[src/common/pmit_pkg.sv]
// package for the power-management status mirrors and idle timer 1
// assumes a 100 MHz system clock and an 8-bit configuration port
package pmit_pkg;

  // configuration register indices
  localparam logic [7:0] TRAP_MIRROR_IDX = 8'h86;
  localparam logic [7:0] MISC_MIRROR_IDX = 8'h87;
  localparam logic [7:0] TMR1_COUNT_IDX = 8'h88;
  localparam logic [7:0] TMR1_CTRL_IDX = 8'h89;
  localparam logic [7:0] TRAP_CLEAR_IDX = 8'hF6;
  localparam logic [7:0] MISC_CLEAR_IDX = 8'hF7;

  // values after reset
  localparam logic [7:0] TMR1_COUNT_RST = 8'h00;
  localparam logic [7:0] TMR1_CTRL_RST = 8'h00;
  localparam logic [7:0] STATUS_RST = 8'h00;

  // field positions
  localparam int TRAP_VIDEO_BIT = 7;
  localparam int TRAP_SEC_HD_BIT = 5;
  localparam int TRAP_SEC_IDLE_BIT = 4;
  localparam int TRAP_KBD_BIT = 3;
  localparam int TRAP_PAR_SER_BIT = 2;
  localparam int TRAP_FLOPPY_BIT = 1;
  localparam int TRAP_PRI_HD_BIT = 0;
  localparam int MISC_GP0_BIT = 5;
  localparam int MISC_LID_POS_BIT = 4;
  localparam int MISC_LID_SMI_BIT = 3;
  localparam int MISC_CODEC_BIT = 2;
  localparam int MISC_RTC_BIT = 1;
  localparam int MISC_ACPI_BIT = 0;
  localparam int CTRL_TIMEBASE_BIT = 7;
  localparam int CTRL_RETRIG_W = 7;

  // timebase: 1 ms tick from the system clock, 1 s from 1000 ms ticks
  localparam int CLK_PERIOD_NS = 10;
  localparam int MS_TICK_NS = 1000000;
  localparam int MS_CYCLES = MS_TICK_NS / CLK_PERIOD_NS;
  localparam int MS_PER_S = 1000;

  typedef struct packed {
    logic rd;
    logic wr;
    logic [7:0] addr;
    logic [7:0] wdata;
  } pmit_cfg_req_t;

  typedef struct packed {
    logic video;
    logic sec_hd;
    logic sec_hd_idle;
    logic kbd_mouse;
    logic par_ser;
    logic floppy;
    logic pri_hd;
  } pmit_trap_evt_t;

  typedef struct packed {
    logic [2:0] gp_sel;
    logic [2:0] gp_dir;
    logic [2:0] gp_smi_en;
    logic lid_dir;
    logic lid_sel;
  } pmit_pin_cfg_t;

endpackage : pmit_pkg

[src/hw/pmit_sticky.sv]
// sticky status bits: a set pulse latches, a clear pulse drops them
// assumes set and clear are synchronous one-cycle pulses
`timescale 1ns/100ps
module pmit_sticky #(
  parameter int W = 8
) (
  // clock and reset
  input wire logic clk_sys,
  input wire logic sys_rst,
  // control
  input wire logic [W-1:0] set,
  input wire logic clr,
  // state
  output logic [W-1:0] q
);

  // a set in the clearing cycle survives
  always_ff @(posedge clk_sys)
  begin
    if (sys_rst)
      q <= '0;
    else
      q <= (q & ~{W{clr}}) | set;
  end

endmodule : pmit_sticky

[src/hw/pmit_tick_gen.sv]
// free-running prescaler giving millisecond and second ticks
// assumes clk_sys runs continuously
`timescale 1ns/100ps
module pmit_tick_gen #(
  parameter int MS_CYC = pmit_pkg::MS_CYCLES,
  parameter int MS_PER_S = pmit_pkg::MS_PER_S
) (
  // clock and reset
  input wire logic clk_sys,
  input wire logic sys_rst,
  // ticks, one cycle each
  output logic ms_tick_q,
  output logic s_tick_q
);

  localparam int CW = $clog2(MS_CYC + 1);
  localparam int SW = $clog2(MS_PER_S + 1);
  localparam logic [CW-1:0] CYC_LAST = CW'(MS_CYC - 1);
  localparam logic [SW-1:0] MS_LAST = SW'(MS_PER_S - 1);

  logic [CW-1:0] cyc_q;
  logic [SW-1:0] ms_q;

  always_ff @(posedge clk_sys)
  begin
    if (sys_rst)
    begin
      cyc_q <= '0;
      ms_tick_q <= 1'b0;
    end
    else
    begin
      ms_tick_q <= (cyc_q == CYC_LAST);
      cyc_q <= (cyc_q == CYC_LAST) ? '0 : cyc_q + 1'b1;
    end
  end

  always_ff @(posedge clk_sys)
  begin
    if (sys_rst)
    begin
      ms_q <= '0;
      s_tick_q <= 1'b0;
    end
    else
    begin
      s_tick_q <= ms_tick_q && (ms_q == MS_LAST);
      if (ms_tick_q)
        ms_q <= (ms_q == MS_LAST) ? '0 : ms_q + 1'b1;
    end
  end

endmodule : pmit_tick_gen

[src/hw/pmit_top.sv]
// second-level status mirrors and idle timer 1 of the power manager
// assumes a synchronous config port and single-cycle event pulses
// Overview of operation
// - trap bit 7 flags an SMI from a trapped video I/O access.
// - trap bit 5 flags an SMI from a secondary hard disk access.
// - trap bit 4 flags secondary disk idle expiry; bit 6 reserved.
// - trap bit 3 flags an SMI from a keyboard or mouse access.
// - trap bit 2 flags an SMI from a serial or parallel access.
// - trap bit 1 flags floppy access, bit 0 primary disk access.
// - trap mirror reads keep status; reads at F6h clear it.
// - misc mirror reads keep status; reads at F7h clear it.
// - every second-level event also sets top-level status bit 0.
// - misc bits 7, 6, 5 flag transitions on general pins 2, 1, 0.
// - pin transition counts only if selected, input and SMI enabled.
// - misc bit 4 follows the lid switch pin level when selected.
// - misc bit 3 flags lid transitions when input and lid-selected.
// - misc bit 2 flags a rising edge on codec SDATA_IN.
// - misc bit 1 flags the RTC interrupt, only in 3V suspend.
// - misc bit 0 flags a toggle of the ACPI timer top bit.
// - timer 1 loads its 8-bit count when enabled, 8 or 16 bits wide.
// - in 16-bit mode the count is shifted left eight bits.
// - while running, selected activity events reload timer 1.
// - timer 1 counts ticks; expiry sets top bit 9 and requests an SMI.
// - after expiry timer 1 stops until re-enabled or rewritten.
// - control bit 7 picks 1 s ticks (0) or 1 ms ticks (1).
// - control bits 6, 5, 4 reload on user device 3, 2, 1 access.
`timescale 1ns/100ps
module pmit_top #(
  parameter int MS_CYC = pmit_pkg::MS_CYCLES
) (
  // clock and reset
  input wire logic clk_sys,
  input wire logic sys_rst,
  // configuration port
  input wire pmit_pkg::pmit_cfg_req_t cfg_req,
  output logic [7:0] cfg_rdata_q,
  output logic cfg_rvalid_q,
  // device trap events
  input wire pmit_pkg::pmit_trap_evt_t trap_evt,
  // pins and their configuration
  input wire logic [2:0] general_pin,
  input wire logic lid_switch_pin,
  input wire pmit_pkg::pmit_pin_cfg_t pin_cfg,
  input wire logic codec_sdata_in,
  input wire logic codec_smi_en,
  input wire logic rtc_alarm_interrupt,
  input wire logic suspend_3v,
  input wire logic acpi_tmr_msb,
  input wire logic acpi_smi_en,
  // idle timer 1 controls and activity pulses
  input wire logic tmr1_en,
  input wire logic tmr1_wide,
  input wire logic [6:0] activity,
  // status towards the top level
  output logic top0_set_q,
  output logic tmr1_expire_q,
  output logic smi_req_q
);

  logic ms_tick;
  logic s_tick;
  logic [7:0] trap_set;
  logic [7:0] misc_set;
  logic [7:0] trap_stat;
  logic [7:0] misc_stat;
  logic trap_clr;
  logic misc_clr;
  logic [2:0] gp_prev_q;
  logic lid_prev_q;
  logic codec_prev_q;
  logic rtc_prev_q;
  logic acpi_prev_q;
  logic lid_pos_q;
  logic [2:0] gp_ok;
  logic [7:0] count_q;
  logic [7:0] ctrl_q;
  logic [15:0] cnt_q;
  logic [15:0] cnt_d;
  logic run_q;
  logic run_d;
  logic en_prev_q;
  logic en_rise;
  logic cnt_wr;
  logic reload;
  logic tick;
  logic expire_d;
  logic [7:0] load_src;
  logic [15:0] load_val;
  logic [7:0] rdata_d;

  pmit_tick_gen #(
    .MS_CYC(MS_CYC),
    .MS_PER_S(pmit_pkg::MS_PER_S)
  ) u_ticks (
    .clk_sys(clk_sys),
    .sys_rst(sys_rst),
    .ms_tick_q(ms_tick),
    .s_tick_q(s_tick)
  );

  // ---- trap status mirror
  always_comb
  begin
    trap_set = 8'h00;
    trap_set[pmit_pkg::TRAP_VIDEO_BIT] = trap_evt.video;
    trap_set[pmit_pkg::TRAP_SEC_HD_BIT] = trap_evt.sec_hd;
    trap_set[pmit_pkg::TRAP_SEC_IDLE_BIT] = trap_evt.sec_hd_idle;
    trap_set[pmit_pkg::TRAP_KBD_BIT] = trap_evt.kbd_mouse;
    trap_set[pmit_pkg::TRAP_PAR_SER_BIT] = trap_evt.par_ser;
    trap_set[pmit_pkg::TRAP_FLOPPY_BIT] = trap_evt.floppy;
    trap_set[pmit_pkg::TRAP_PRI_HD_BIT] = trap_evt.pri_hd;
  end

  // only the counterpart indices clear
  assign trap_clr = cfg_req.rd && cfg_req.addr == pmit_pkg::TRAP_CLEAR_IDX;
  assign misc_clr = cfg_req.rd && cfg_req.addr == pmit_pkg::MISC_CLEAR_IDX;

  pmit_sticky #(
    .W(8)
  ) u_trap (
    .clk_sys(clk_sys),
    .sys_rst(sys_rst),
    .set(trap_set),
    .clr(trap_clr),
    .q(trap_stat)
  );

  // ---- miscellaneous event status mirror
  assign gp_ok = pin_cfg.gp_sel & ~pin_cfg.gp_dir & pin_cfg.gp_smi_en;

  always_ff @(posedge clk_sys)
  begin
    if (sys_rst)
    begin
      gp_prev_q <= 3'h0;
      lid_prev_q <= 1'b0;
      codec_prev_q <= 1'b0;
      rtc_prev_q <= 1'b0;
      acpi_prev_q <= 1'b0;
    end
    else
    begin
      gp_prev_q <= general_pin;
      lid_prev_q <= lid_switch_pin;
      codec_prev_q <= codec_sdata_in;
      rtc_prev_q <= rtc_alarm_interrupt;
      acpi_prev_q <= acpi_tmr_msb;
    end
  end

  always_comb
  begin
    misc_set = 8'h00;
    for (int i = 0; i < 3; i++)
      misc_set[pmit_pkg::MISC_GP0_BIT + i] =
        gp_ok[i] && (general_pin[i] != gp_prev_q[i]);
    misc_set[pmit_pkg::MISC_LID_SMI_BIT] = !pin_cfg.lid_dir &&
      pin_cfg.lid_sel && (lid_switch_pin != lid_prev_q);
    misc_set[pmit_pkg::MISC_CODEC_BIT] = codec_smi_en &&
      codec_sdata_in && !codec_prev_q;
    misc_set[pmit_pkg::MISC_RTC_BIT] = suspend_3v &&
      rtc_alarm_interrupt && !rtc_prev_q;
    misc_set[pmit_pkg::MISC_ACPI_BIT] = acpi_smi_en &&
      (acpi_tmr_msb != acpi_prev_q);
  end

  pmit_sticky #(
    .W(8)
  ) u_misc (
    .clk_sys(clk_sys),
    .sys_rst(sys_rst),
    .set(misc_set),
    .clr(misc_clr),
    .q(misc_stat)
  );

  // lid position is a live level, not a sticky flag
  always_ff @(posedge clk_sys)
  begin
    if (sys_rst)
      lid_pos_q <= 1'b0;
    else
      lid_pos_q <= pin_cfg.lid_sel && lid_switch_pin;
  end

  // ---- top-level status and SMI request
  always_ff @(posedge clk_sys)
  begin
    if (sys_rst)
    begin
      top0_set_q <= 1'b0;
      smi_req_q <= 1'b0;
    end
    else
    begin
      top0_set_q <= |trap_set || |misc_set;
      smi_req_q <= |trap_set || |misc_set || expire_d;
    end
  end

  // ---- timer 1 registers
  assign cnt_wr = cfg_req.wr && cfg_req.addr == pmit_pkg::TMR1_COUNT_IDX;

  always_ff @(posedge clk_sys)
  begin
    if (sys_rst)
    begin
      count_q <= pmit_pkg::TMR1_COUNT_RST;
      ctrl_q <= pmit_pkg::TMR1_CTRL_RST;
    end
    else if (cfg_req.wr)
    begin
      if (cfg_req.addr == pmit_pkg::TMR1_COUNT_IDX)
        count_q <= cfg_req.wdata;
      if (cfg_req.addr == pmit_pkg::TMR1_CTRL_IDX)
        ctrl_q <= cfg_req.wdata;
    end
  end

  // ---- timer 1 counter
  assign en_rise = tmr1_en && !en_prev_q;
  assign load_src = cnt_wr ? cfg_req.wdata : count_q;
  assign load_val = tmr1_wide ? {load_src, 8'h00}
                              : {8'h00, load_src};
  assign reload = en_rise || (tmr1_en && cnt_wr) || (run_q &&
    |(activity & ctrl_q[pmit_pkg::CTRL_RETRIG_W-1:0]));
  assign tick = ctrl_q[pmit_pkg::CTRL_TIMEBASE_BIT] ? ms_tick
                                                    : s_tick;

  always_comb
  begin
    cnt_d = cnt_q;
    run_d = run_q;
    expire_d = 1'b0;
    if (!tmr1_en)
      run_d = 1'b0;
    else if (reload)
    begin
      cnt_d = load_val;
      run_d = 1'b1;
    end
    else if (run_q && tick)
    begin
      if (cnt_q <= 16'h0001)
      begin
        cnt_d = 16'h0000;
        run_d = 1'b0;
        expire_d = 1'b1;
      end
      else
        cnt_d = cnt_q - 16'h0001;
    end
  end

  always_ff @(posedge clk_sys)
  begin
    if (sys_rst)
    begin
      cnt_q <= 16'h0000;
      run_q <= 1'b0;
      en_prev_q <= 1'b0;
      tmr1_expire_q <= 1'b0;
    end
    else
    begin
      cnt_q <= cnt_d;
      run_q <= run_d;
      en_prev_q <= tmr1_en;
      tmr1_expire_q <= expire_d;
    end
  end

  // ---- read path, one cycle after the request
  always_comb
  begin
    rdata_d = pmit_pkg::STATUS_RST;
    unique case (cfg_req.addr)
      pmit_pkg::TRAP_MIRROR_IDX, pmit_pkg::TRAP_CLEAR_IDX:
        rdata_d = trap_stat;
      pmit_pkg::MISC_MIRROR_IDX, pmit_pkg::MISC_CLEAR_IDX:
      begin
        rdata_d = misc_stat;
        rdata_d[pmit_pkg::MISC_LID_POS_BIT] = lid_pos_q;
      end
      pmit_pkg::TMR1_COUNT_IDX:
        rdata_d = count_q;
      pmit_pkg::TMR1_CTRL_IDX:
        rdata_d = ctrl_q;
      default:
        rdata_d = 8'h00;
    endcase
  end

  always_ff @(posedge clk_sys)
  begin
    if (sys_rst)
    begin
      cfg_rdata_q <= 8'h00;
      cfg_rvalid_q <= 1'b0;
    end
    else
    begin
      cfg_rvalid_q <= cfg_req.rd;
      if (cfg_req.rd)
        cfg_rdata_q <= rdata_d;
    end
  end
endmodule : pmit_top

[config.mk]
export PLATFORM = sky130hd
export DESIGN_NAME = pmit_top
export DESIGN_NICKNAME = d
export VERILOG_FILES = /design/src/common/pmit_pkg.sv /design/src/hw/pmit_sticky.sv /design/src/hw/pmit_tick_gen.sv /design/src/hw/pmit_top.sv
export SDC_FILE = /design/constraint.sdc
export NUM_CORES = 1
export LEC_CHECK = 0
export BUFFER_PORTS_ARGS = -buffer_cell sky130_fd_sc_hd__buf_2
export CAP_MARGIN = 20
export CORE_MARGIN = 5
export CORE_UTILIZATION = 57
export DETAILED_ROUTE_END_ITERATION = 10
export HOLD_SLACK_MARGIN = 0.06
export PLACE_DENSITY = 0.87
export SETUP_SLACK_MARGIN = 0.1
export SLEW_MARGIN = 10
export SYNTH_ARGS = -nofsm -noshare
export SYNTH_HDL_FRONTEND = slang
export SYNTH_SLANG_ARGS = --single-unit
[constraint.sdc]
create_clock -name clk_sys -period 2.35 [get_ports clk_sys]
set_input_delay 0.235 -clock clk_sys [delete_from_list [all_inputs] [get_ports clk_sys]]
set_output_delay 0.235 -clock clk_sys [all_outputs]
set_load 0.03 [all_outputs]
[Yosys cells after proc, flatten, opt, wreduce, memory -nomap -nowiden]
Cells that the tools add are included.
Storage, ports and cells
  flip-flop bits (word level): 99
  RAM bits: 0
  input port bits: 57
  memories: 0
  latch bits: 0
  output and inout port bits: 12
  memory bits (read-only): 0
Cells by class
  mux-type cells: 15
  reduce and logical (&&, ||, !) cells: 40
  divide/modulo/power cells: 0
  bitwise logic cells: 11
  magnitude comparators: 1
  $mul: 0
  $add $sub $neg: 3
  shifts and indexed selects: 0
  equality and inequality tests: 13
Operator list (number)
  2-to-1 mux 16 bit: 4
  == test 8 bit (second input constant): 6
  case mux 8 bit (4 select lines): 1
  OR reduction 7 bit: 3
  logical AND 1 bit: 19
  adder 17 x 1 -> 17 bit (second input constant): 1
  == test 17 bit (second input constant): 1
  bitwise AND 8 bit: 2
  less-or-equal comparator 16 x 1 -> 1 bit (second input constant): 1
  inverter 8 bit: 2
  bitwise OR 8 bit: 2
  subtractor 16 x 1 -> 16 bit (second input constant): 1
  adder 10 x 1 -> 10 bit (second input constant): 1
  == test 10 bit (second input constant): 1
  2-to-1 mux 10 bit: 1
  2-to-1 mux 1 bit: 8
  2-to-1 mux 8 bit: 1
  AND reduction 2 bit: 4
  OR reduction 2 bit: 4
  bitwise AND 7 bit: 1
  bitwise AND 3 bit: 2
  != test 1 bit: 5
  logical NOT 1 bit: 4
  logical OR 1 bit: 4
  3 further kinds: 4

[Longest topological paths before layout]
Gate-level depths: netlist of the first run.
  word-level depth: 8
  gate-level depth with buffers: 8

[Modules after synthesis]
From an unflattened synthesis of the first run, not the netlist that was laid out.
Second synthesis, totals
  cell total of the unflattened synthesis: 565
  area, all modules: 4717.0 um^2
Modules (own cells, without submodules)
  pmit_top: seq. area each 1081.0 um^2, cells an instance 360, instances 1, area each 2866.5 um^2
  pmit_tick_gen: seq. area each 580.6 um^2, cells an instance 139, instances 1, area each 1242.4 um^2
  pmit_sticky: seq. area each 160.2 um^2, cells an instance 33, instances 2, area each 304.0 um^2

[Least setup slack after synthesis of the first run]
OpenSTA, ideal clock, no wires.
  path kind: register to register
  start point: register cnt_q[8]
  end point: register cnt_q[10]
  buffers on the path: 1
  setup time: 0.127 ns
  clock period less this slack: 2.183 ns
  setup slack: 0.167 ns
  cell stages (with the launch flop): 8
  data arrival time: 2.056 ns
  path through: dfxtp_1 -> or4_1 -> buf_2 -> nor4_4 -> a32o_2 -> o21ai_1 -> and3_1 -> or3_1
Between the ends
  word-level cells in the longest chain between the ends: 4
RTL lines
  start: declaration: line pmit_top.sv:77  | logic [15:0] cnt_q;
  start signal: assignment: line pmit_top.sv:266  | cnt_q <= cnt_d;
  subtractor 16 x 1 -> 16 bit / less-or-equal comparator 16 x 1 -> 1 bit (equally long branches): line pmit_top.sv:251, pmit_top.sv:244
  2-to-1 mux 16 bit *: line pmit_top.sv:244  | if (cnt_q <= 16'h0001)
  2-to-1 mux 16 bit *: line pmit_top.sv:242  | else if (run_q && tick)
  2-to-1 mux 16 bit *: line pmit_top.sv:237  | else if (reload)
Every way passes the cells marked *; elsewhere a longest branch is shown, timed or not. The select of a mux whose other input is x is not followed.
A chain may end at the register's enable or synchronous reset.

[Worst setup path after layout of the first run]
  start point: register cnt_q[6]
  end point: register cnt_q[10]
The elaborated chain is that of the path after synthesis.

==> results of run 1 <==
==> power by group <==
| group | internal, mW | switching (mW) | total (mW) | leakage [nW] |
|---|---|---|---|---|
| Combinational | 0.144 | 0.220 | 0.364 | 1.15 |
| Clock | 0.633 | 0.606 | 1.24 | 0.110 |
| Sequential | 1.70 | 0.0263 | 1.72 | 0.799 |
| Total | 2.47 | 0.853 | 3.33 | 2.06 |
==> layer usage <==
| metal | global-route usage [%] | up-vias | routed length (µm) |
|---|---|---|---|
| met2 | 39.2 | 210 | 5750 |
| met5 | 0 | - | 0 |
| met3 | 3.40 | 30 | 845 |
| met4 | 9.24 | 0 | 323 |
| met1 | 32.7 | 2035 | 4940 |
| li1 | - | 2094 | - |
==> timing repair <==
action,4_1_cts,5_1_grt
buffers inserted,0,2
endpoints found under the setup margin,0,9
resized for setup,0,9
hold endpoints to repair,0,0
==> critical path, delay by kind of cell (launching register included) <==
kind	cells	cell delay (ns)
flops	1	0.34
simple gates	4	1.39
compound gates	2	0.32
==> kinds of logic (layout without fill, tap and decap cells) <==
kind of cell             Yosys count  in the layout  synth area share [%]
XOR/XNOR                          27             27                  5.26
AND/OR/NAND/NOR                  247            247                  27.1
adder cells (fa/ha/maj)            4              4                  1.11
buffers and inverters             33            115                  2.81
AO/OA/AOI/OAI                    119            119                  17.9
flip-flops                        98             98                  43.6
multiplexers                      10             10                  2.25
==> worst paths after layout <==
path,endpoint
worst max register to register,cnt_q[10]$_SDFFE_PP0P_
worst max-delay path,cnt_q[10]$_SDFFE_PP0P_
worst min-delay path,lid_pos_q$_SDFF_PP0_
worst min register to register,u_misc.q[3]$_SDFF_PP0_
==> per-stage QoR <==
stage | cell area (µm²) | utilization (%)
2_1_floorplan | 4500 | -
3_3_place_gp | 5010 | 65.2
3_5_place_dp | 5010 | 65.2
4_1_cts | 5240 | 68.2
5_1_grt | 5290 | 68.8
6_report | 5290 | 68.8
==> area by class of cell <==
class | count | area (µm²) | share of cell area [%]
multi-input cells | 407 | 2420 | 45.9
flip-flops and latches | 98 | 1970 | 37.2
repair buffers | 89 | 499 | 9.44
clock buffers | 10 | 138 | 2.60
well taps | 102 | 128 | 2.41
clock inverters | 5 | 87.6 | 1.66
inverters | 11 | 41.3 | 0.781
==> state kept, by name, indices dropped and copies added, names as in the netlist, 3 cells and up <==
register / flops
cfg_rdata_q: 8
cnt_q: 16
count_q: 8
ctrl_q: 8
gp_prev_q: 3
u_misc.q: 7
u_ticks.cyc_q: 17
u_ticks.ms_q: 10
u_trap.q: 8
==> placed cells by master (no fill, tap or decap), types with 4 or more instances in the layout <==
cell type  instances
buf_4             19
ha_1               4
mux2i_1            9
buf_2             69
inv_1             11
dfxtp_1           95
xor2_1            18
nor4_1             7
a222oi_1           5
a21oi_1           39
and3_1             7
nand2b_1           6
o21ai_0           10
nand4_1           11
and2_1             6
nor3_1            13
a22o_1             6
a22oi_1           22
o22ai_1            8
nor2b_1           19
nor2_1            81
or3_1              6
xnor2_1            9
clkbuf_8          10
nand4b_1           5
nand3_1           25
o31ai_1            4
nand2_1           49
==> metrics.cfg, run 1 <==
[status]
status = complete, no violations

[sta]
finalSetupViolCount = 0
fin_crit_sh_pct = 92.2
rsz0062_at_grt = true
slew_headroom_pct = 58.0
fin_skew_ns = 0.00555
max_freq_mhz = 462
layout_min_cycle_time_ns = 2.17
tightest_slew_ns = 0.630
tns_ns = 0
hold_viol = 0
fin_hold_ws_ns = 0.0915
layout_setup_ws_ns = 0.184
report.final.slew_viol_count = 0

[drt]
drtIter0Drc = 376
firstDrtPassIters = 6
num_vias = 4369
drt_wl_total_um = 11900
wl_per_cell_um = 16.4
avgViaCountPerCell = 6.05
drc_errors = 0
ant_nets = 0

[synthesis]
yosysWarnings = 0
synthDistinctLibCells = 52
postSynthCellCount = 538
synth_most_common_cell = dfxtp_1
ys.flop_type = dfxtp_1
ys_ff_latch = 98
synthTopCellsByArea = dfxtp_1 44%, nor2_1 6.8%, a21oi_1 4.3%, nand2_1 4.1%, a22oi_1 3.7%
avgSynthCellArea_um2 = 8.36
synthTopCellsByCount = 98 x dfxtp_1, 81 x nor2_1, 49 x nand2_1
synth_top_area_share_pct = 43.6
yosysTopAreaCell = dfxtp_1
async_flop_share_pct = 0
netlist_area_um2 = 4500
synth_nets = 599
synth-edff-count = 0
ys_seq_area_share_pct = 43.6

[hold_path]
hp-class = primary input to register
holdCritStartpoint = pin_cfg[0]
whs_path_depth = 2

[worst_setup_path]
critPathSlowestCell = or4_4
worst_path_largest_cell_delay_ns = 0.54
required_ns = 2.60
arrival_ns = 2.42
crit_chain = or4_4, nor4_4, a32o_2, o21ai_2, and3_1, or3_1
r2r_slack_ns = 0.18
worstSetupStartpointType = register
path_class = register to register
critPathLaunch = cnt_q[6]$_SDFFE_PP0P_
reg2regPathDepth = 6
r2r_start = cnt_q[6]$_SDFFE_PP0P_
cp_max_fo = 5
end_kind = register

[layout]
n_antenna_cell = 0
drive_above_1_share_pct = 19.0
final-instance-count-excl-fill = 722
final_nets = 677
n_fill_cell = 601
syn_to_final_growth_pct = 17.6

[floorplanning]
die_y_um = 98.8
die_w_um = 98.8
rows = 32
die_area_um2 = 9770
pin_count = 69
initial_core_util_pct = 58.5
fp.coreArea_um2 = 7690

[clocking]
numCtsBuffers = 9
clkLatencyLatePin_ns = 0.36
clock_sinks = 98
cts_tree = built
htree_levels = 3
cts_root_buffer = clkbuf_8
clk_pin_slew_ns = 0.09
clockBufferDepth = 2
postCtsHoldBufs = 0

[placed_design]
placed_cells = 704
gp_congestion = 0.970
place_hpwl_um = 8760
place_ws_ns = 0.124
portBuffers = 68

[global_route]
grt_pass1_wl_um = 19700
grt-ovfl-total = 0
grt_pass1_vias = 4133
track_usage_pct = 24.2
grt_max_degree = 51
antenna_found_initial = 0

[power_and_ir_drop]
power_mw = 3.33
p_leak_nw = 2.06
max-vdd-ir-drop_v = 0.000457
power.density_nw_per_um2 = 629

[run]
drv_cap = 0

(Power assumes the default switching activity.)
==> inputs of run 2 (changes only) <==
--- a/config.mk
+++ b/config.mk
@@ -7,9 +7,11 @@
 export LEC_CHECK = 0
 export BUFFER_PORTS_ARGS = -buffer_cell sky130_fd_sc_hd__buf_2
 export CAP_MARGIN = 20
+export CORE_ASPECT_RATIO = 1.5
 export CORE_MARGIN = 5
 export CORE_UTILIZATION = 57
 export DETAILED_ROUTE_END_ITERATION = 10
+export GPL_TIMING_DRIVEN = 0
 export HOLD_SLACK_MARGIN = 0.06
 export PLACE_DENSITY = 0.87
 export SETUP_SLACK_MARGIN = 0.1
==> metrics.cfg, run 2 (synthesis results as in run 1) <==
[sta]
tns_ns = 0  ; unchanged
layout_min_cycle_time_ns = 2.28  ; +0.114 ns
slew_headroom_pct = 51.0  ; -6.9 points
max_freq_mhz = 439  ; -5.0%
rsz0062_at_grt = true
hold_viol = 0  ; unchanged
tightest_slew_ns = 0.733  ; +0.103 ns
finalSetupViolCount = 0  ; unchanged
fin_skew_ns = 0.00445  ; -0.00110 ns
report.final.slew_viol_count = 0  ; unchanged
fin_crit_sh_pct = 97.0  ; +4.8 points

[floorplanning]
initial_core_util_pct = 58.7  ; +0.20 points
die_area_um2 = 9800  ; +0.37%
pin_count = 69  ; unchanged
die_w_um = 82.5  ; -16%
rows = 39  ; +22%
die_y_um = 119  ; +20%
fp.coreArea_um2 = 7660  ; -0.34%

[layout]
final_cell_mix = 94 x dfxtp_1, 81 x nor2_1, 67 x buf_2, 49 x nand2_1, 38 x a21oi_1
layout_commonest_cell = dfxtp_1
final-instance-count-excl-fill = 733  ; +1.5%
final_util_pct = 71.3  ; +2.6 points
final_nets = 687  ; +1.5%
n_antenna_cell = 0  ; unchanged
n_fill_cell = 590  ; -1.8%
largest_reg_flops = 17  ; unchanged
largest_register = u_ticks.cyc_q
largestRegisters = u_ticks.cyc_q: 17 flops, cnt_q: 16 flops, u_ticks.ms_q: 10 flops
drive_above_1_share_pct = 18.9  ; -0.17 points
syn_to_final_growth_pct = 21.5

[worst_setup_path]
required_ns = 2.58  ; -0.02 ns
worstSetupStartpointType = register
cp_max_fo = 7  ; +2
r2r_slack_ns = 0.07  ; -0.11 ns
crit_chain = nor4_4, o21a_1, a32o_2, buf_12, o21ai_2, and3_1, or3_1
end_kind = register
cp.buffers_inverters = 1  ; +1
path_class = register to register
critPathSlowestCell = nor4_4
arrival_ns = 2.51  ; +0.09 ns
worst_path_largest_cell_delay_ns = 0.48  ; -0.06 ns
critPathLaunch = cnt_q[2]$_SDFFE_PP0P_
critPathTopFamily = simple AND/OR/NAND/NOR gates
r2r_start = cnt_q[2]$_SDFFE_PP0P_

[global_route]
track_usage_pct = 27.2  ; +3.0 points
grt_pass1_wl_um = 20800  ; +5.5%
antenna_found_initial = 0  ; unchanged
use_met3_pct = 5.02  ; +1.6 points
grt_max_degree = 16  ; -69%
use_met1_pct = 30.6  ; -2.1 points
grt_pass1_vias = 4438  ; +7.4%
top_usage_layer = met2
grtUsageMet2_pct = 45.4  ; +6.2 points
grt-ovfl-total = 0  ; unchanged

[clocking]
clockBufferDepth = 2  ; unchanged
clkLatencyLatePin_ns = 0.35  ; about the same
clk_pin_slew_ns = 0.06  ; -0.03 ns
clock_sinks = 98  ; unchanged
htree_levels = 3  ; unchanged
cts_root_buffer = clkbuf_16
numCtsBuffers = 9  ; unchanged
cts_tree = built

[drt]
firstDrtPassIters = 7  ; +1
num_vias = 4525  ; +3.6%
drtIter0Drc = 401  ; +6.6%
avgViaCountPerCell = 6.17  ; +2.0%
ant_nets = 0  ; unchanged
drt_wl_total_um = 12900  ; +8.4%
wl_per_cell_um = 17.5  ; +6.8%
drc_errors = 0  ; unchanged

[status]
status = complete, no violations

[run]
drv_cap = 0  ; unchanged

[placed_design]
portBuffers = 67  ; -1.5%
place_hpwl_um = 9420  ; +7.6%
gp_congestion = 0.947  ; -2.4%
placed_cells = 707  ; +0.43%

[hold_path]
hp-class = primary input to register
holdCritStartpoint = trap_evt[4]

[power_and_ir_drop]
max-vdd-ir-drop_v = 0.000495  ; +8.2%
p_leak_nw = 2.11  ; +2.7%
power_mw = 3.64  ; +9.3%
power.density_nw_per_um2 = 665  ; +5.8%

-- run 2: layer usage --
metal / wire (µm) / vias up
met3: 770 / 60
met5: 0 / -
met2: 6600 / 201
met1: 4750 / 2149
met4: 741 / 0
li1: - / 2115
-- run 2: timing repair --
action,4_1_cts,5_1_grt
setup buffers,3,10
gates resized for setup,10,19
hold buffers,0,0
setup endpoints to repair,28,25
pin swaps,4,9
-- run 2: metrics by stage --
stage          setup slack [ns]  area (µm²)  hold WS (ns)
6_report                 0.0698        5470         0.111
4_1_cts                  0.0886        5330         0.106
5_1_grt                  0.0121        5470         0.124
3_5_place_dp             -0.318        4960         0.461
3_3_place_gp             -0.228        4960         0.445
2_1_floorplan             0.167        4500         0.352
-- run 2: worst paths after layout --
kind | end | cells past startpoint
setup / recovery | cnt_q[10]$_SDFFE_PP0P_ | 7
hold / removal | u_trap.q[4]$_SDFF_PP0_ | 3
setup reg to reg | cnt_q[10]$_SDFFE_PP0P_ | 7
hold reg to reg | u_misc.q[3]$_SDFF_PP0_ | 2
-- run 2: report_power, final --
| group | switching (mW) | internal (mW) | total [mW] |
|---|---|---|---|
| sequential | 0.0298 | 1.70 | 1.73 |
| combinational | 0.233 | 0.171 | 0.404 |
| clock | 0.618 | 0.888 | 1.51 |
| total | 0.882 | 2.75 | 3.64 |
-- run 2: final cells by class --
cell class	instances	area, µm²	area share [%]
multi-input combinational	407	2470	45.3
sequential	98	1970	36.1
tap	102	128	2.34
buffer	19	93.8	1.72
clock buffer	13	260	4.76
inverter	11	41.3	0.755
timing repair buffer	80	449	8.22
clock inverter	3	47.5	0.870
-- run 2: tightest hold or removal path, stage by stage --
cell	delay, ns
buf_2	0.09
a21oi_1	0.03
nor2_1	0.07
